<file path="src/gpe_defines.svh">
`ifndef GPE_DEFINES_SVH
`define GPE_DEFINES_SVH

// ====================================================
// register indices (byte address is four times the index)
`define GPE_IDX_CTL 4'h0
`define GPE_IDX_LEG 4'h1
`define GPE_IDX_ST 4'h2
`define GPE_IDX_IEN 4'h3
`define GPE_IDX_POS_FIRST 4'h4
`define GPE_IDX_POS_LAST 4'hb
`define GPE_IDX_POL 4'hc

// ====================================================
// field positions
`define GPE_CTL_ENH 0
`define GPE_CTL_PSA 1
`define GPE_CTL_PSB 2
`define GPE_CTL_DBN_LSB 4
`define GPE_IEN_POS_A 0
`define GPE_IEN_POS_B 1
`define GPE_IEN_POS_DEF 2
`define GPE_IEN_BTN_LSB 4
`define GPE_ST_BTN_LSB 4
`define GPE_ST_RDY_LSB 0

// ====================================================
// reset values and writable bits
`define GPE_CTL_RST 8'h00
`define GPE_ST_RST 8'h00
`define GPE_IEN_RST 8'h00
`define GPE_POL_RST 8'h00
`define GPE_CTL_WMASK 8'hf7
`define GPE_IEN_WMASK 8'hf7

// ====================================================
// timing
`define GPE_CLK_PERIOD_NS 10
`define GPE_PULSE_NS 10000
`define GPE_PULSE_CYC ((`GPE_PULSE_NS + `GPE_CLK_PERIOD_NS - 1) / `GPE_CLK_PERIOD_NS)
`define GPE_TICK_NS 1000
`define GPE_TICK_CYC (`GPE_TICK_NS / `GPE_CLK_PERIOD_NS)
`define GPE_DEBOUNCE_MS 16
`define GPE_DEBOUNCE_CYC (`GPE_DEBOUNCE_MS * 1000000 / `GPE_CLK_PERIOD_NS)
`define GPE_POS_W 16

`endif

</file>
<file path="src/gpe_pkg.sv">
package gpe_pkg;

  // ====================================================
  // axis measurement sequencer
  typedef enum logic [2:0] {
    GPE_AX_IDLE = 3'b001,
    GPE_AX_PULSE = 3'b010,
    GPE_AX_MEAS = 3'b100
  } gpe_axis_state_t;

  // ====================================================
  // button event polarity codes
  typedef enum logic [1:0] {
    GPE_EDGE_NONE = 2'b00,
    GPE_EDGE_RISE = 2'b01,
    GPE_EDGE_FALL = 2'b10,
    GPE_EDGE_BOTH = 2'b11
  } gpe_edge_t;

endpackage

</file>
<file path="src/gpe_game_irq.sv">
`timescale 1ns/10ps
`include "gpe_defines.svh"

// Operation
// - writing one clears status bit, zero keeps
// - reading a position counter high byte clears its ready
// - status and enable act only in enhanced
// - status bits: buttons 7-4, ready 3-0
// - selected button edge sets sticky event flag
// - completed axis count sets its ready flag
// - enable bits 7-4 gate button interrupts
// - enable bit 2 picks both or either
// - enable bit 1 gates device B position
// - enable bit 0 gates device A position
// - control bit 0 enables enhanced, resets zero
// - legacy status write pulses axes, restarts counters only in enhanced
// - two-bit polarity: none, rise, fall, both
// - optional debounce filter before edge detection
module gpe_game_irq #(
  parameter int DEBOUNCE_CYC = `GPE_DEBOUNCE_CYC,
  parameter int PULSE_CYC = `GPE_PULSE_CYC,
  parameter int TICK_CYC = `GPE_TICK_CYC,
  parameter int POS_W = `GPE_POS_W
) (
  // clock and reset
  input wire logic clk,
  input wire logic rst,
  // wishbone slave
  input wire logic wb_cyc_i,
  input wire logic wb_stb_i,
  input wire logic wb_we_i,
  input wire logic [5:0] wb_adr_i,
  input wire logic [3:0] wb_sel_i,
  input wire logic [31:0] wb_dat_i,
  output logic [31:0] wb_dat_o,
  output logic wb_ack_o,
  // buttons: 0 A0, 1 A1, 2 B0, 3 B1
  input wire logic [3:0] button_in,
  // axes open drain: 0 AX, 1 AY, 2 BX, 3 BY
  input wire logic [3:0] axis_in,
  output logic [3:0] axis_out,
  output logic [3:0] axis_oe,
  // interrupt
  output logic irq
);

  localparam int PW = $clog2(PULSE_CYC + 1);
  localparam int TW = $clog2(TICK_CYC + 1);

  // ====================================================
  // decoding helpers

  function automatic logic edge_hit(
    input logic [1:0] sel,
    input logic prev,
    input logic now
  );
    logic rise;
    logic fall;
    rise = ~prev & now;
    fall = prev & ~now;
    case (sel)
      gpe_pkg::GPE_EDGE_RISE: edge_hit = rise;
      gpe_pkg::GPE_EDGE_FALL: edge_hit = fall;
      gpe_pkg::GPE_EDGE_BOTH: edge_hit = rise | fall;
      default: edge_hit = 1'b0;
    endcase
  endfunction

  function automatic logic pos_done(
    input logic either,
    input logic [1:0] rdy
  );
    pos_done = either ? (rdy[0] | rdy[1]) : (rdy[0] & rdy[1]);
  endfunction

  function automatic logic at_idx(
    input logic [3:0] a,
    input logic [3:0] r
  );
    at_idx = (a == r);
  endfunction

  // ====================================================
  // registers and state

  logic [7:0] game_port_control;
  logic [7:0] game_event_status;
  logic [7:0] game_irq_enable;
  logic [7:0] button_edge_select;
  logic [POS_W-1:0] pos_cnt [4];
  logic [3:0] ax_done;
  logic [3:0] btn_clean;
  logic [3:0] btn_prev;
  logic [3:0] btn_event;
  logic [3:0] rdy_event;
  logic [3:0] rdy_read_clr;
  logic [7:0] w1c_clr;
  logic [7:0] next_dat;
  logic [PW-1:0] pulse_cnt;
  logic [TW-1:0] tick_cnt;
  logic base_tick;
  logic half_phase;
  logic [3:0] axis_tick;
  gpe_pkg::gpe_axis_state_t ax_state;

  logic enh;
  logic req;
  logic [3:0] idx;
  logic [3:0] pos_off;
  logic is_pos;
  logic wr_ok;
  logic rd_ok;
  logic start;

  assign enh = game_port_control[`GPE_CTL_ENH];

  // ====================================================
  // wishbone access

  assign req = wb_cyc_i & wb_stb_i;
  assign idx = wb_adr_i[5:2];
  assign pos_off = idx - `GPE_IDX_POS_FIRST;
  assign is_pos = (idx >= `GPE_IDX_POS_FIRST) && (idx <= `GPE_IDX_POS_LAST);
  // side effects happen only at the edge that completes the cycle
  assign wr_ok = req & wb_ack_o & wb_we_i & wb_sel_i[0];
  assign rd_ok = req & wb_ack_o & ~wb_we_i;
  assign start = wr_ok & at_idx(idx, `GPE_IDX_LEG);

  // one wait state: ack rises one edge after the request, drops after
  always_ff @(posedge clk or posedge rst) begin
    if (rst) begin
      wb_ack_o <= 1'b0;
    end else begin
      wb_ack_o <= req & ~wb_ack_o;
    end
  end

  always_comb begin
    next_dat = 8'h00;
    if (at_idx(idx, `GPE_IDX_CTL)) begin
      next_dat = game_port_control;
    end else if (at_idx(idx, `GPE_IDX_LEG)) begin
      // axis bits read one while the pin is still low
      next_dat = {button_in, ~axis_in};
    end else if (at_idx(idx, `GPE_IDX_ST)) begin
      next_dat = game_event_status;
    end else if (at_idx(idx, `GPE_IDX_IEN)) begin
      next_dat = game_irq_enable;
    end else if (is_pos) begin
      if (pos_off[0]) begin
        next_dat = pos_cnt[pos_off[2:1]][15:8];
      end else begin
        next_dat = pos_cnt[pos_off[2:1]][7:0];
      end
    end else if (at_idx(idx, `GPE_IDX_POL)) begin
      next_dat = button_edge_select;
    end else begin
      next_dat = 8'h00;
    end
  end

  always_ff @(posedge clk or posedge rst) begin
    if (rst) begin
      wb_dat_o <= 32'h0000_0000;
    end else if (req & ~wb_ack_o) begin
      wb_dat_o <= {24'h00_0000, next_dat};
    end
  end

  // ====================================================
  // software-written configuration

  always_ff @(posedge clk or posedge rst) begin
    if (rst) begin
      game_port_control <= `GPE_CTL_RST;
    end else if (wr_ok & at_idx(idx, `GPE_IDX_CTL)) begin
      game_port_control <= wb_dat_i[7:0] & `GPE_CTL_WMASK;
    end
  end

  always_ff @(posedge clk or posedge rst) begin
    if (rst) begin
      game_irq_enable <= `GPE_IEN_RST;
    end else if (wr_ok & at_idx(idx, `GPE_IDX_IEN)) begin
      game_irq_enable <= wb_dat_i[7:0] & `GPE_IEN_WMASK;
    end
  end

  always_ff @(posedge clk or posedge rst) begin
    if (rst) begin
      button_edge_select <= `GPE_POL_RST;
    end else if (wr_ok & at_idx(idx, `GPE_IDX_POL)) begin
      button_edge_select <= wb_dat_i[7:0];
    end
  end

  // ====================================================
  // buttons: debounce and edge detection

  genvar gi;
  generate
    for (gi = 0; gi < 4; gi++) begin : g_btn
      gpe_debounce #(
        .COUNT(DEBOUNCE_CYC)
      ) u_dbn (
        .clk(clk),
        .rst(rst),
        .enable(game_port_control[`GPE_CTL_DBN_LSB + gi]),
        .raw(button_in[gi]),
        .clean(btn_clean[gi])
      );
      assign btn_event[gi] = edge_hit(button_edge_select[2*gi+1:2*gi],
                                      btn_prev[gi], btn_clean[gi]);
    end
  endgenerate

  always_ff @(posedge clk or posedge rst) begin
    if (rst) begin
      btn_prev <= 4'h0;
    end else begin
      btn_prev <= btn_clean;
    end
  end

  // ====================================================
  // position counter time base

  always_ff @(posedge clk or posedge rst) begin
    if (rst) begin
      tick_cnt <= '0;
      half_phase <= 1'b0;
    end else if (base_tick) begin
      tick_cnt <= '0;
      half_phase <= ~half_phase;
    end else begin
      tick_cnt <= tick_cnt + 1'b1;
    end
  end

  assign base_tick = (tick_cnt == TW'(TICK_CYC - 1));
  assign axis_tick[1:0] = {2{base_tick & (~game_port_control[`GPE_CTL_PSA] | half_phase)}};
  assign axis_tick[3:2] = {2{base_tick & (~game_port_control[`GPE_CTL_PSB] | half_phase)}};

  // ====================================================
  // axis measurement sequencer

  always_ff @(posedge clk or posedge rst) begin
    if (rst) begin
      ax_state <= gpe_pkg::GPE_AX_IDLE;
      pulse_cnt <= '0;
    end else if (start) begin
      // a new write restarts the measurement from any state
      ax_state <= gpe_pkg::GPE_AX_PULSE;
      pulse_cnt <= '0;
    end else begin
      case (ax_state)
        gpe_pkg::GPE_AX_PULSE: begin
          pulse_cnt <= pulse_cnt + 1'b1;
          if (pulse_cnt == PW'(PULSE_CYC - 1)) begin
            ax_state <= gpe_pkg::GPE_AX_MEAS;
          end
        end
        gpe_pkg::GPE_AX_MEAS: begin
          if (&ax_done) begin
            ax_state <= gpe_pkg::GPE_AX_IDLE;
          end
        end
        default: begin
          ax_state <= gpe_pkg::GPE_AX_IDLE;
        end
      endcase
    end
  end

  // pins are only ever pulled low; released they charge through the pot
  assign axis_out = 4'h0;
  assign axis_oe = {4{ax_state == gpe_pkg::GPE_AX_PULSE}};

  generate
    for (gi = 0; gi < 4; gi++) begin : g_axis
      // a counter stuck at full scale counts as finished, so in enhanced mode
      // a missing device cannot hold the sequencer forever
      assign rdy_event[gi] = (ax_state == gpe_pkg::GPE_AX_MEAS) & ~ax_done[gi]
                             & (axis_in[gi] | (&pos_cnt[gi]));

      always_ff @(posedge clk or posedge rst) begin
        if (rst) begin
          ax_done[gi] <= 1'b0;
        end else if (start) begin
          ax_done[gi] <= 1'b0;
        end else if (rdy_event[gi]) begin
          ax_done[gi] <= 1'b1;
        end
      end

      always_ff @(posedge clk or posedge rst) begin
        if (rst) begin
          pos_cnt[gi] <= '0;
        end else if (start & enh) begin
          pos_cnt[gi] <= '0;
        end else if (enh & axis_tick[gi] & ~ax_done[gi] & ~rdy_event[gi]
                     & (ax_state == gpe_pkg::GPE_AX_MEAS)) begin
          pos_cnt[gi] <= pos_cnt[gi] + 1'b1;
        end
      end

      // the high byte is read last, so it releases the ready flag
      assign rdy_read_clr[gi] = rd_ok & is_pos & pos_off[0]
                                & (pos_off[2:1] == 2'(gi));
    end
  endgenerate

  // ====================================================
  // event status, write one to clear

  assign w1c_clr = (wr_ok & at_idx(idx, `GPE_IDX_ST)) ? wb_dat_i[7:0] : 8'h00;

  // a set in the same cycle as its clear wins, so no event is lost
  always_ff @(posedge clk or posedge rst) begin
    if (rst) begin
      game_event_status <= `GPE_ST_RST;
    end else begin
      game_event_status[7:4] <= (game_event_status[7:4] & ~w1c_clr[7:4])
                                | ({4{enh}} & btn_event);
      game_event_status[3:0] <= (game_event_status[3:0] & ~w1c_clr[3:0]
                                 & ~rdy_read_clr)
                                | ({4{enh}} & rdy_event);
    end
  end

  // ====================================================
  // interrupt request

  always_ff @(posedge clk or posedge rst) begin
    if (rst) begin
      irq <= 1'b0;
    end else begin
      irq <= enh & (
        (|(game_event_status[7:4] & game_irq_enable[7:4]))
        | (game_irq_enable[`GPE_IEN_POS_A]
           & pos_done(game_irq_enable[`GPE_IEN_POS_DEF], game_event_status[1:0]))
        | (game_irq_enable[`GPE_IEN_POS_B]
           & pos_done(game_irq_enable[`GPE_IEN_POS_DEF], game_event_status[3:2])));
    end
  end

endmodule

</file>
<file path="src/gpe_debounce.sv">
`timescale 1ns/10ps

module gpe_debounce #(
  parameter int COUNT = 1600000
) (
  // clock and reset
  input wire logic clk,
  input wire logic rst,
  // filter
  input wire logic enable,
  input wire logic raw,
  output logic clean
);

  localparam int CW = $clog2(COUNT + 1);

  logic [CW-1:0] cnt;

  // the output follows only a level that held for the whole window
  always_ff @(posedge clk or posedge rst) begin
    if (rst) begin
      cnt <= '0;
      clean <= 1'b0;
    end else if (!enable || raw == clean) begin
      cnt <= '0;
      if (!enable) begin
        clean <= raw;
      end
    end else if (cnt == CW'(COUNT - 1)) begin
      cnt <= '0;
      clean <= raw;
    end else begin
      cnt <= cnt + 1'b1;
    end
  end

endmodule

</file>
<file path="config.mk">
export PLATFORM = sky130hd
export DESIGN_NAME = gpe_game_irq
export DESIGN_NICKNAME = d
export VERILOG_FILES = /design/src/gpe_pkg.sv /design/src/gpe_game_irq.sv /design/src/gpe_debounce.sv
export VERILOG_INCLUDE_DIRS = /design/src
export SDC_FILE = /design/constraint.sdc
export NUM_CORES = 1
export LEC_CHECK = 0
export ABC_AREA = 1
export BUFFER_PORTS_ARGS = -buffer_cell sky130_fd_sc_hd__buf_2
export CAP_MARGIN = 25
export CORE_AREA = 8 8 236 238
export CTS_CLUSTER_SIZE = 40
export DETAILED_ROUTE_END_ITERATION = 16
export DIE_AREA = 0 0 244 246
export PLACE_DENSITY_LB_ADDON = 0.2
export SYNTH_ARGS = -nofsm -noshare
export SYNTH_HDL_FRONTEND = slang
export SYNTH_SLANG_ARGS = --single-unit
</file>
<file path="constraint.sdc">
create_clock -name clk -period 10.55 [get_ports clk]
set_input_delay 1.055 -clock clk [delete_from_list [all_inputs] [get_ports clk]]
set_output_delay 1.055 -clock clk [all_outputs]
set_load 0.01 [all_outputs]
</file>
* After elaboration in Yosys (flattened, before gate mapping)
Index checks and enable logic that the tools add are counted.
** Word-level totals
- Bits in registers :: 221
- Output and inout port bits :: 42
** Operators by class
- $add $sub $neg :: 11
- Order comparisons :: 3
- Eq/ne operators :: 37
- Multiplexer cells :: 60
- Bitwise operators :: 103
- Reduce and logical (&&, ||, !) cells :: 35
** Operators with widths (count)
- $mux W21 :: 8
- $mux W16 :: 10
- $add A21 B1 Y21 const B :: 4
- $eq A21 B21 Y1 const B :: 4
- $add A16 B1 Y16 const B :: 4
- $mux W8 :: 8
- $reduce_and A16 Y1 :: 4
- $and A1 B1 Y1 :: 55
- $bmux W16 S2 :: 1
- $reduce_bool A2 Y1 :: 13
- $and A4 B4 Y4 :: 6
- $mux W1 :: 22
- $not A1 Y1 :: 21
- $eq A2 B2 Y1 const B :: 10
- $mux W10 :: 2
- $not A4 Y4 :: 4
- $or A1 B1 Y1 :: 14
- $pmux W1 S3 :: 4
- $add A10 B1 Y10 const B :: 1
- $eq A10 B10 Y1 const B :: 1
- $eq A2 B1 Y1 const B :: 5
- $reduce_and A2 Y1 :: 5
- $mux W3 :: 3
- $eq A4 B2 Y1 const B :: 2
- other kinds (25) :: 38

* Depth between registers and ports, before layout
Gate-level depths: netlist (run 1).
- Depth after elaboration :: 11
- Depth in mapped cells :: 13
- Mapped depth without buffers :: 12

* Cells and area by module
A second synthesis (run 1) with hierarchy kept.
** Unflattened totals
- Cell total of the unflattened synthesis :: 1955
- Area total of the unflattened synthesis :: 13915.8 µm²
** By module, submodules not included
- gpe_game_irq :: times used 1, cells each 1239, area each 8585.7 µm², seq. area each 3329.4 µm²
- gpe_debounce :: times used 4, cells each 179, area each 1332.5 µm², seq. area each 550.5 µm²

* Worst setup path after synthesis (run 1)
Ideal clock, no wire load.
- Kind :: input -> register
- Start point :: input wb_adr_i[4]
- End point :: register pos_cnt[51] (netlist name)
- Setup time :: 118 ps
- Arrival time :: 2598 ps
- Data required time :: 10432 ps
- Path slack :: 7834 ps
- Stages on the path :: 13
- Cell sequence :: inv_1 ha_1 nand2_1 nor2_4 inv_2 nor2_4 inv_2 nor2_4 inv_2 buf_2 buf_1 nand3_1 nand2_1
** Between the ends
- Cells in the longest elaborated chain, start to end :: 4
- Elaborated cells on any way between the ends :: 5
** RTL lines
- start: declaration :: line gpe_game_irq.sv:32 : input wire logic [5:0] wb_adr_i,
- $eq A4 B1 Y1 * :: line gpe_game_irq.sv:81 : at_idx = (a == r);
- $and A1 B1 Y1 * :: line gpe_game_irq.sv:128 : assign start = wr_ok & at_idx(idx, `GPE_IDX_LEG);
- $and A1 B1 Y1 * :: line gpe_game_irq.sv:300 : end else if (start & enh) begin
- $mux W16 or $reduce_bool A2 Y1 (tied branches)
- end signal: indexed assignment :: line gpe_game_irq.sv:304 : pos_cnt[gi] <= pos_cnt[gi] + 1'b1;
- end: declaration :: line gpe_game_irq.sv:91 : logic [POS_W-1:0] pos_cnt [4];
Mark *: on every way between the ends. The rest lies on a longest branch, timed or not.
A chain may end at the register's enable or synchronous reset.

* Worst setup path after layout (run 1)
- Start point :: input wb_adr_i[4]
- End point :: register pos_cnt[15] (netlist name)
The elaborated chain is that of the path after synthesis.

==> results of run 1 <==
## layer usage
metal	wire length, µm	vias to the layer above	track usage
li1	-	5615	-
met1	18000	5280	0.168
met2	15800	222	0.185
met3	1550	60	0.0166
met4	897	0	0.0389
met5	0	-	0
## worst max-delay path by stage
stage / start / to / slack, ns / depth (start not counted)
after floorplan: rst / ax_done[0] / 3.45 / 1
after global placement: wb_adr_i[4] / pos_cnt[15] / 6.00 / 13
after detailed placement: wb_adr_i[4] / pos_cnt[15] / 5.99 / 13
after CTS: wb_adr_i[4] / pos_cnt[15] / 6.59 / 13
after global routing: wb_adr_i[4] / pos_cnt[12] / 6.31 / 14
final: wb_adr_i[4] / pos_cnt[15] / 6.57 / 13
## synth_stat cells, drive strengths merged, types with 2 or more instances
| library cell | number | area (µm²) |
|---|---|---|
| a21oi | 86 | 430 |
| a22oi | 2 | 15.0 |
| a31oi | 9 | 56.3 |
| and2 | 2 | 12.5 |
| and3 | 7 | 43.8 |
| buf | 54 | 372 |
| clkbuf | 9 | 33.8 |
| clkinv | 5 | 18.8 |
| dfrtp | 220 | 5510 |
| ha | 20 | 250 |
| inv | 210 | 788 |
| nand2 | 348 | 1310 |
| nand3 | 149 | 751 |
| nand3b | 5 | 37.5 |
| nand4 | 56 | 378 |
| nor2 | 195 | 757 |
| nor3 | 61 | 327 |
| nor3b | 12 | 95.1 |
| nor4 | 30 | 203 |
| o2111ai | 2 | 17.5 |
| o211ai | 4 | 30.0 |
| o21ai | 116 | 581 |
| o22a | 2 | 17.5 |
| o31ai | 4 | 30.0 |
| or2 | 8 | 50.1 |
| xnor2 | 8 | 70.1 |
| xor2 | 61 | 534 |
## worst max-delay path: cells and delay by family
family          cells  cell delay, ns
compound gates      1            0.14
fa+ha+maj           1            0.27
buf+inv             6            1.41
simple gates        5            1.50
## report_power, final
| part | internal, mW | switching, mW | total (mW) | leakage (nW) |
|---|---|---|---|---|
| Clock | 0.650 | 0.395 | 1.04 | 0.490 |
| Combinational | 0.0296 | 0.0803 | 0.110 | 3.37 |
| Sequential | 0.860 | 0.0109 | 0.871 | 2.75 |
| Total | 1.54 | 0.486 | 2.03 | 6.61 |
## kinds of logic (layout without fill, tap and decap cells)
logic type	after synthesis	after routing	synth area share
compound gates	231	231	0.0961
xor+xnor	69	69	0.0472
fa+ha+maj	20	20	0.0196
buf+inv	278	309	0.0947
flops	221	221	0.432
other cells	1	29	0.000293
simple gates	873	873	0.310
## metrics by stage
| stage | area [µm²] | std cells | hold WS (ns) |
|---|---|---|---|
| finish | 14600 | 2440 | 0.458 |
| global route | 14600 | 2440 | 0.478 |
| CTS | 14600 | 2439 | 0.461 |
| detailed placement | 13600 | 2389 | 0.450 |
| global placement | 13600 | 2389 | 0.447 |
| floorplan | 12900 | 1720 | 0.417 |
## cell usage in the layout, fill, tap and decap left out, drive strengths merged, types with 4 or more instances in the layout
master,count
inv,211
nand3b,5
nand3,149
nor2,195
o21ai,116
or2,8
clkbuf,38
bufinv,5
dfrtp,220
a31oi,9
nor4,30
o211ai,4
nor3,61
xnor2,8
nand2,348
ha,20
o31ai,4
xor2,61
nand4,56
clkinv,9
nor3b,12
and3,7
conb,28
a21oi,86
buf,44
## flip-flops by register name (all words and copies together), names as in the netlist, 3 cells and up
| name | cells |
|---|---|
| ax_done | 4 |
| btn_prev | 4 |
| game_irq_enable | 7 |
| pos_cnt | 64 |
| game_port_control | 7 |
| g_btn.u_dbn.clean | 4 |
| tick_cnt | 7 |
| g_btn.u_dbn.cnt | 84 |
| button_edge_select | 8 |
| ax_state | 3 |
| game_event_status | 8 |
| wb_dat_o | 8 |
| pulse_cnt | 10 |
## final cells by class
class,count,share of cell area
inverters,215,0.0558
diodes,1,0.000171
multi-input cells,1221,0.422
well taps,688,0.0590
clock inverters,12,0.0141
clock buffers,38,0.0546
repair buffers,44,0.0159
flip-flops and latches,221,0.379
==> results.ini, run 1 <==
[global_route]
gr-total-overflow = 0
track_usage = 0.119
grt_pass1_vias = 10749
antenna_found_initial = 2
grt_pass1_wl_um = 58900
grt_max_degree = 99

[critical_path]
timing.reg2reg.setup_slack_ns = 7.15
reg2reg_from = wb_ack_o
cp.arrival_ns = 4.41
r2r_cells = 10
cp-start-kind = primary input
critPathSlowestCell = nor2_4
critPathMaxStageDelay_ns = 0.42
worstPathCellList = buf_2 > inv_1 > ha_1 > nand2_1 > nor2_4 > inv_2 > nor2_4 > inv_2 > nor2_4 > inv_2 > buf_4 > nand2_2 > o21ai_0
reg2reg_to = pos_cnt[15]
crit_type = in -> reg
cp.required_ns = 10.98
end_kind = flip-flop
critPathMaxFanout = 43

[cts]
clockRootBuffer = clkbuf_16
clock_sinks = 221
h-tree-depth = 1
cts_hold_buffers = 0
clockBufferDepth = 3
numCtsBuffers = 27
cts_tree = yes
clk_latency_ns = 0.58
post_cts_buffers = 0
cts_resized = 0
cts.reportedPaths.clkPinSlew_ns = 0.06

[placed_design]
pre_cts_slack_ns = 5.99
detailed_place_hpwl_um = 26800
place_congestion = 0.843
numPortBuffers = 39

[timing]
setup_viol = 0
min_period_ns = 3.98
skew_ns = 0.0223
max_clock_freq_mhz = 251
slew_viol_final = 0
relSlewSlack = 0.337
hold_violations = 0
worst_pin_slew_ns = 0.991
setup_slack_ns = 6.57
setup-tns-final_ns = 0
rsz0062_at_grt = no
fin_crit_sh = 0.378

[yosys]
syn_avg_cell_area_um2 = 7.56
synth-async-reset-ratio = 1.00
netlist_instances = 1693
synth_edf_count = 0
synthDistinctLibCells = 50
ys_warn_count = 0
ys.flop_type = dfrtp_1
netlist_area_mm2 = 0.0128
synth_seq_cells = 221
seq_area_frac_synth = 0.432

[worst_hold_path]
hold_path_class = reg -> reg
hold_depth = 1
hold_start = g_btn[3].u_dbn.cnt[20]
worst_hold_path.endpoint = g_btn[3].u_dbn.cnt[20]

[route]
wirelength_um = 36200
viasPerCell = 4.58
wire_per_inst_um = 14.8
drtPass1Iterations = 5
drt_iter0_markers = 860
drcViolationCount = 0
vias = 11177
ant_nets = 0

[pwr]
vdd_drop_max_uv = 98.8
leakage_nw = 6.61
p_total_mw = 2.03
p_per_area_mw_per_mm2 = 139

[die]
die_height_um = 246
dieWidth_um = 244
row_count = 84
start_util = 0.246
core-area_mm2 = 0.0520
dieArea_mm2 = 0.0600
ios = 97

[job]
drv_cap = 0

[cells_and_area]
syn_to_final_growth_pct = 14.1
multiInputGateArea_mm2 = 0.00615
fillers = 5643
post-route-util = 0.281
seq_area_mm2 = 0.00553
layout-drive-gt1-share = 0.0697
final_net_count = 1805

[outcome]
status = finished, final reports clean

Note: power is estimated with default switching activity, not from simulation.
==> run 2, diff against run 1 <==
ABC_AREA = 0   (was 1)
CORE_AREA = 8 8 228 230   (was 8 8 236 238)
DIE_AREA = 0 0 236 238   (was 0 0 244 246)
clock period = 4 ns   (was 10.55 ns; I/O delays follow)
==> run 2 against run 1 <==
Utilization up 0.19 points. Non-clock buffer count grew 15. Global-route usage down 0.69 points. Cell count fell by 22%. Area after synthesis down 6.9%. Power increased to 2.6 times the previous value. Clock skew down 0.0086 ns. First-iteration DRC count decreased by 36%. Via count down 20%.
==> results.ini, run 2 <==
[outcome]
status = finished, final reports clean  ; unchanged

[yosys]
synthDistinctLibCells = 65  ; was 50
synth_top_area_cell = dfrtp_1  ; unchanged
synth-async-reset-ratio = 1.00  ; unchanged
netlist_area_mm2 = 0.0119  ; was 0.0128 mm²
ys.flop_type = dfrtp_1  ; unchanged
synth_area_leaders = dfrtp_1, nor2_1, xor2_1  ; was dfrtp_1, nand2_1, inv_1
netlist_instances = 1231  ; was 1693
ys_warn_count = 0  ; unchanged
synth_top_area_share = 0.462  ; was 0.430
synthTopCellsByCount = dfrtp_1, nor2_1, nand2_1  ; was nand2_1, dfrtp_1, inv_1
synth_seq_cells = 221  ; unchanged
synth_edf_count = 0  ; unchanged
seq_area_frac_synth = 0.464  ; was 0.432
yosysMostFrequentCell = dfrtp_1  ; was nand2_1
syn_avg_cell_area_um2 = 9.68  ; was 7.56 µm²

[global_route]
grt_pass1_wl_um = 51200  ; was 58900 µm
grt_pass1_vias = 8734  ; was 10749
gr-total-overflow = 0  ; unchanged
grt_max_degree = 52  ; was 99
track_usage = 0.112  ; was 0.119
antenna_found_initial = 5  ; was 2

[worst_hold_path]
hold_start = button_in[0]  ; was g_btn[3].u_dbn.cnt[20]
worst_hold_path.endpoint = g_btn[0].u_dbn.clean  ; was g_btn[3].u_dbn.cnt[20]
hold_path_class = in -> reg  ; was reg -> reg
hold_depth = 3  ; was 1

[timing]
worst_pin_slew_ns = 0.845  ; was 0.991 ns
min_period_ns = 2.96
setup_viol = 0  ; unchanged
skew_ns = 0.0137  ; was 0.0223 ns
hold_violations = 0  ; unchanged
slew_viol_final = 0  ; unchanged
setup-tns-final_ns = 0  ; unchanged
relSlewSlack = 0.431  ; was 0.337
max_clock_freq_mhz = 338
rsz0062_at_grt = no  ; unchanged
fin_crit_sh = 0.739
setup_slack_ns = 1.04  ; was 6.57 ns

[cts]
clockBufferDepth = 3  ; unchanged
clock_sinks = 221  ; unchanged
cts_resized = 0  ; unchanged
cts.reportedPaths.clkPinSlew_ns = 0.06  ; about the same
cts_tree = yes  ; unchanged
h-tree-depth = 1  ; unchanged
numCtsBuffers = 27  ; unchanged
clockRootBuffer = clkbuf_16  ; unchanged
clk_latency_ns = 0.55  ; was 0.58 ns

[route]
drtPass1Iterations = 5  ; unchanged
ant_nets = 0  ; unchanged
wire_per_inst_um = 16.4  ; was 14.8 µm
wirelength_um = 31300  ; was 36200 µm
drt_iter0_markers = 550  ; was 860
drcViolationCount = 0  ; unchanged
viasPerCell = 4.66  ; was 4.58
vias = 8902  ; was 11177

[job]
drv_cap = 0  ; unchanged

[die]
core-area_mm2 = 0.0483  ; was 0.0520 mm²
ios = 97  ; unchanged
row_count = 81  ; was 84
start_util = 0.247  ; was 0.246
dieArea_mm2 = 0.0562  ; was 0.0600 mm²
dieWidth_um = 236  ; was 244 µm
die_height_um = 238  ; was 246 µm

[placed_design]
dp.cells = 1855  ; was 2389
pre_cts_slack_ns = 1.00  ; was 5.99 ns
dpl_cell_area_mm2 = 0.0128  ; was 0.0136 mm²
place_congestion = 0.774  ; was 0.843
numPortBuffers = 39  ; unchanged
detailed_place_hpwl_um = 22300  ; was 26800 µm

[cells_and_area]
top_register = g_btn.u_dbn.cnt  ; unchanged
post-route-util = 0.282  ; was 0.281
largest_reg_flops = 84  ; unchanged
final_common_cell = dfrtp_1  ; was nand2_1
top_regs = g_btn.u_dbn.cnt (84), pos_cnt (64), pulse_cnt (10)  ; unchanged
syn_to_final_growth_pct = 14.6  ; was 14.1%
final_area_mm2 = 0.0137  ; was 0.0146 mm²
layout-drive-gt1-share = 0.122  ; was 0.0697
fin_cells = 1909  ; was 2440
final_net_count = 1338  ; was 1805
fillers = 5059  ; was 5643
layout_common_cells = dfrtp_1, nor2_1, nand2_1, nand3_1, xor2_1  ; was nand2_1, dfrtp_1, inv_1, nor2_1, nand3_1

[critical_path]
reg2reg_to = pos_cnt[40]  ; was pos_cnt[15]
cp.arrival_ns = 3.43  ; was 4.41 ns
reg2reg_from = tick_cnt[0]  ; was wb_ack_o
crit_type = reg -> reg  ; was in -> reg
cp.required_ns = 4.47  ; was 10.98 ns
r2r_cells = 6  ; was 10
critPathMaxFanout = 18  ; was 43
end_kind = flip-flop  ; unchanged
timing.reg2reg.setup_slack_ns = 1.04  ; was 7.15 ns
cp-start-kind = flip-flop  ; was primary input

[pwr]
leakage_nw = 5.44  ; was 6.61 nW
p_per_area_mw_per_mm2 = 386  ; was 139 mW/mm²
vdd_drop_max_uv = 239  ; was 98.8 µV

-- run 2: changes by cell type after synthesis, moves of 40 or more --
cell / delta
o21ai_0: -40
nand2_1: -256
nor3_1: -43
inv_1: -161
nand3_1: -84
xnor2_1: +48
-- run 2: worst max path at each step --
stage / start / endpoint / slack, ns / cells after the start
floorplan: rst / ax_done[0] / 0.72 / 1
global placement: tick_cnt[0] / pos_cnt[60] / 1.02 / 6
detailed placement: tick_cnt[0] / pos_cnt[21] / 1.00 / 6
CTS: tick_cnt[0] / pos_cnt[36] / 1.01 / 6
global route: tick_cnt[0] / pos_cnt[36] / 0.87 / 6
finish: tick_cnt[0] / pos_cnt[40] / 1.04 / 6
-- run 2: layout make-up --
class / count / area (µm²) / area share
Clock inverter: 7 / 66.3 / 0.00486
Timing Repair Buffer: 59 / 398 / 0.0291
Antenna cell: 3 / 7.51 / 0.000550
Sequential cell: 221 / 5530 / 0.405
Inverter: 44 / 169 / 0.0124
Clock buffer: 43 / 816 / 0.0597
Multi-Input combinational cell: 910 / 5890 / 0.431
Tap cell: 622 / 778 / 0.0570
-- run 2: per-stage QoR --
stage | total power, mW | hold slack, ns
2_1_floorplan | 2.73 | 0.414
3_3_place_gp | 2.89 | 0.436
3_5_place_dp | 2.89 | 0.444
4_1_cts | 5.39 | 0.103
5_1_grt | 5.52 | 0.115
6_report | 5.27 | 0.142
-- run 2: worst max-delay path: stages (launching register included) --
cell and delay (ns):
dfrtp_1 0.38, ha_1 0.30, nand4bb_4 0.16, or4_1 0.88, or3_1 0.59, or4_1 0.43
a21oi_1 0.15
-- run 2: logic make-up (layout without fill, tap and decap cells) --
kind of cell / Yosys count / after routing / share of synthesized area
compound gates: 159 / 159 / 0.0823
xor+xnor: 119 / 119 / 0.0875
mux: 60 / 60 / 0.0690
other cells: 1 / 31 / 0.000315
flops: 221 / 221 / 0.464
fa+ha+maj: 22 / 22 / 0.0227
simple gates: 522 / 522 / 0.223
buf+inv: 127 / 153 / 0.0508
-- run 2: power by group --
part	switching [mW]	internal (mW)
logic	0.258	0.154
registers	0.109	2.32
clock network	0.971	1.45
-- run 2: repair_timing --
item,CTS,global route
setup buffers,0,0
hold endpoints to repair,1,0
hold buffers,1,0
setup endpoints to repair,0,0
-- run 2: metal layers --
layer	vias to the layer above	track usage	routed length (µm)
li1	4362	-	-
met3	39	0.0207	1330
met1	4358	0.158	15300
met2	139	0.172	13900
met4	4	0.0343	667
met5	-	0	27
==> run 3, diff against run 2 <==
clock period = 2.8 ns   (was 4 ns; I/O delays follow)
==> run 3 against run 2 <==
Utilization increased by 0.77 points. Critical path depth increased by 2. Highest routed layer is now met4. Power increased by 52%. Setup slack got worse by 0.88 ns. Wire length increased by 1.3%. Die area unchanged. Sequential share of layout area decreased by 1.1 points.
==> results.ini, run 3 (synthesis gave the netlist of run 2 again) <==
[cts]
cts.reportedPaths.clkPinSlew_ns = 0.06  ; about the same
post_cts_buffers = 0  ; unchanged
clockBufferDepth = 3  ; unchanged
clock_sinks = 221  ; unchanged
clockRootBuffer = clkbuf_16  ; unchanged
numCtsBuffers = 28  ; was 27
clk_latency_ns = 0.58  ; was 0.55 ns
h-tree-depth = 1  ; unchanged
cts_tree = yes  ; unchanged

[cells_and_area]
fin_cells = 1938  ; was 1909
layout_common_cells = dfrtp_1, nor2_1, nand2_1, nand3_1, xor2_1  ; unchanged
layout-drive-gt1-share = 0.139  ; was 0.122
fillers = 5045  ; was 5059
post-route-util = 0.290  ; was 0.282
top_register = g_btn.u_dbn.cnt  ; unchanged
top_regs = g_btn.u_dbn.cnt (84), pos_cnt (64), pulse_cnt (10)  ; unchanged
final_common_cell = dfrtp_1  ; unchanged
syn_to_final_growth_pct = 17.7  ; was 14.6%
final_net_count = 1365  ; was 1338
largest_reg_flops = 84  ; unchanged

[timing]
hold_violations = 0  ; unchanged
skew_ns = 0.0308  ; was 0.0137 ns
setup_slack_ns = 0.161  ; was 1.04 ns
min_period_ns = 2.64  ; was 2.96 ns
fin_crit_sh = 0.942  ; was 0.739
setup_viol = 0  ; unchanged
worst_pin_slew_ns = 0.846  ; was 0.845 ns
max_clock_freq_mhz = 379  ; was 338 MHz
setup-tns-final_ns = 0  ; unchanged
slew_viol_final = 0  ; unchanged
rsz0062_at_grt = no  ; unchanged
relSlewSlack = 0.431  ; about the same

[worst_hold_path]
hold_path_class = in -> reg  ; unchanged

[route]
drtPass1Iterations = 5  ; unchanged
ant_nets = 0  ; unchanged
wirelength_um = 31700  ; was 31300 µm
wire_per_inst_um = 16.3  ; was 16.4 µm
drt_iter0_markers = 614  ; was 550
drcViolationCount = 0  ; unchanged
viasPerCell = 4.71  ; was 4.66
vias = 9122  ; was 8902

[pwr]
p_sw_mw = 2.05  ; was 1.34 mW
p_seq_frac = 0.431  ; was 0.461
p_total_mw = 8.03  ; was 5.27 mW
vdd_drop_max_uv = 411  ; was 239 µV
intPower_mw = 5.99  ; was 3.93 mW
p_clk_frac = 0.491  ; was 0.460
p_per_area_mw_per_mm2 = 573  ; was 386 mW/mm²
leakage_nw = 5.63  ; was 5.44 nW
p_comb_frac = 0.078  ; about the same
sw_frac_of_total = 0.255  ; was 0.254

[placed_design]
detailed_place_hpwl_um = 22400  ; was 22300 µm
dp.cells = 1870  ; was 1855
place_congestion = 0.763  ; was 0.774
pre_cts_slack_ns = 0.0730  ; was 1.00 ns
numPortBuffers = 39  ; unchanged

[critical_path]
cp.arrival_ns = 3.12  ; was 3.43 ns
end_kind = flip-flop  ; unchanged
critPathMaxFanout = 16  ; was 18
cp-start-kind = flip-flop  ; unchanged
crit_type = reg -> reg  ; unchanged
cp.required_ns = 3.28  ; was 4.47 ns

[die]
core-area_mm2 = 0.0483  ; unchanged
dieWidth_um = 236  ; unchanged
die_height_um = 238  ; unchanged
row_count = 81  ; unchanged
start_util = 0.247  ; unchanged
ios = 97  ; unchanged
dieArea_mm2 = 0.0562  ; unchanged

[global_route]
grt_pass1_wl_um = 51900  ; was 51200 µm
grt_max_degree = 85  ; was 52
gr-total-overflow = 0  ; unchanged
track_usage = 0.113  ; was 0.112
grt_pass1_vias = 8964  ; was 8734
antenna_found_initial = 5  ; unchanged

[job]
drv_cap = 0  ; unchanged

[outcome]
status = finished, final reports clean  ; unchanged

-- run 3: cell count changes in the layout (fill, tap and decap cells not counted), sizes merged --
cell	change
buf	+15
bufinv	+4
clkbuf	-9
clkinv	+8
diode	+1
dlygate4sd3	+11
inv	-1
-- run 3: worst max-delay path, cell delays in order, from the launching register on --
cell,delay (ns)
dfrtp_1,0.39
ha_2,0.23
nand4bb_4,0.11
buf_4,0.16
or4_4,0.52
or3_1,0.41
buf_4,0.21
or3_1,0.35
a21oi_1,0.15
-- run 3: metal layers --
layer,track usage,share of wire,vias to the layer above
met5,0,0,-
met4,0.0356,0.025,0
met3,0.0201,0.039,49
met2,0.171,0.44,157
met1,0.161,0.50,4497
li1,-,-,4419
-- run 3: what timing repair did --
| action | CTS | global route |
|---|---|---|
| resized for setup | 0 | 2 |
| setup endpoints to repair | 0 | 7 |
| endpoints found under the hold margin | 130 | 0 |
| hold buffers | 12 | 0 |
-- run 3: worst paths after layout --
kind | from | endpoint | slack, ns | depth (start not counted)
worst max-delay path | tick_cnt[0] | pos_cnt[27] | 0.16 | 8
min in group asynchronous | rst | g_btn[0].u_dbn.cnt[15] | 0.19 | 3
worst min register to register | g_btn[1].u_dbn.clean | btn_prev[1] | 0.44 | 0
worst max register to register | tick_cnt[0] | pos_cnt[27] | 0.16 | 8
worst min-delay path | button_in[3] | g_btn[3].u_dbn.clean | 0.06 | 2
max in group asynchronous | rst | ax_state[0] | 1.82 | 4
-- run 3: per-stage QoR --
| step | cell area, µm² | hold slack, ns |
|---|---|---|
| after global routing | 14000 | 0.0449 |
| after floorplan | 12000 | 0.397 |
| after detailed placement | 12900 | 0.239 |
| after global placement | 12900 | 0.246 |
| after CTS | 14000 | 0.0238 |
| final | 14000 | 0.0617 |
-- run 3: power by group through the flow --
stage | clock network [mW] | registers, mW | logic [mW]
finish | 3.94 | 3.47 | 0.626
CTS | 4.08 | 3.47 | 0.646
floorplan | 0 | 3.47 | 0.432
global route | 4.20 | 3.48 | 0.716
global placement | 0 | 3.52 | 0.617
detailed placement | 0 | 3.52 | 0.627
-- run 3: area by class of cell --
type / count / area [µm²] / share of cell area
Multi-Input combinational cell: 910 / 5900 / 0.421
Sequential cell: 221 / 5530 / 0.394
Tap cell: 622 / 778 / 0.0555
Clock buffer: 34 / 773 / 0.0551
Timing Repair Buffer: 85 / 621 / 0.0442
Clock inverter: 18 / 243 / 0.0173
Inverter: 44 / 169 / 0.0120
Antenna cell: 4 / 10.0 / 0.000713
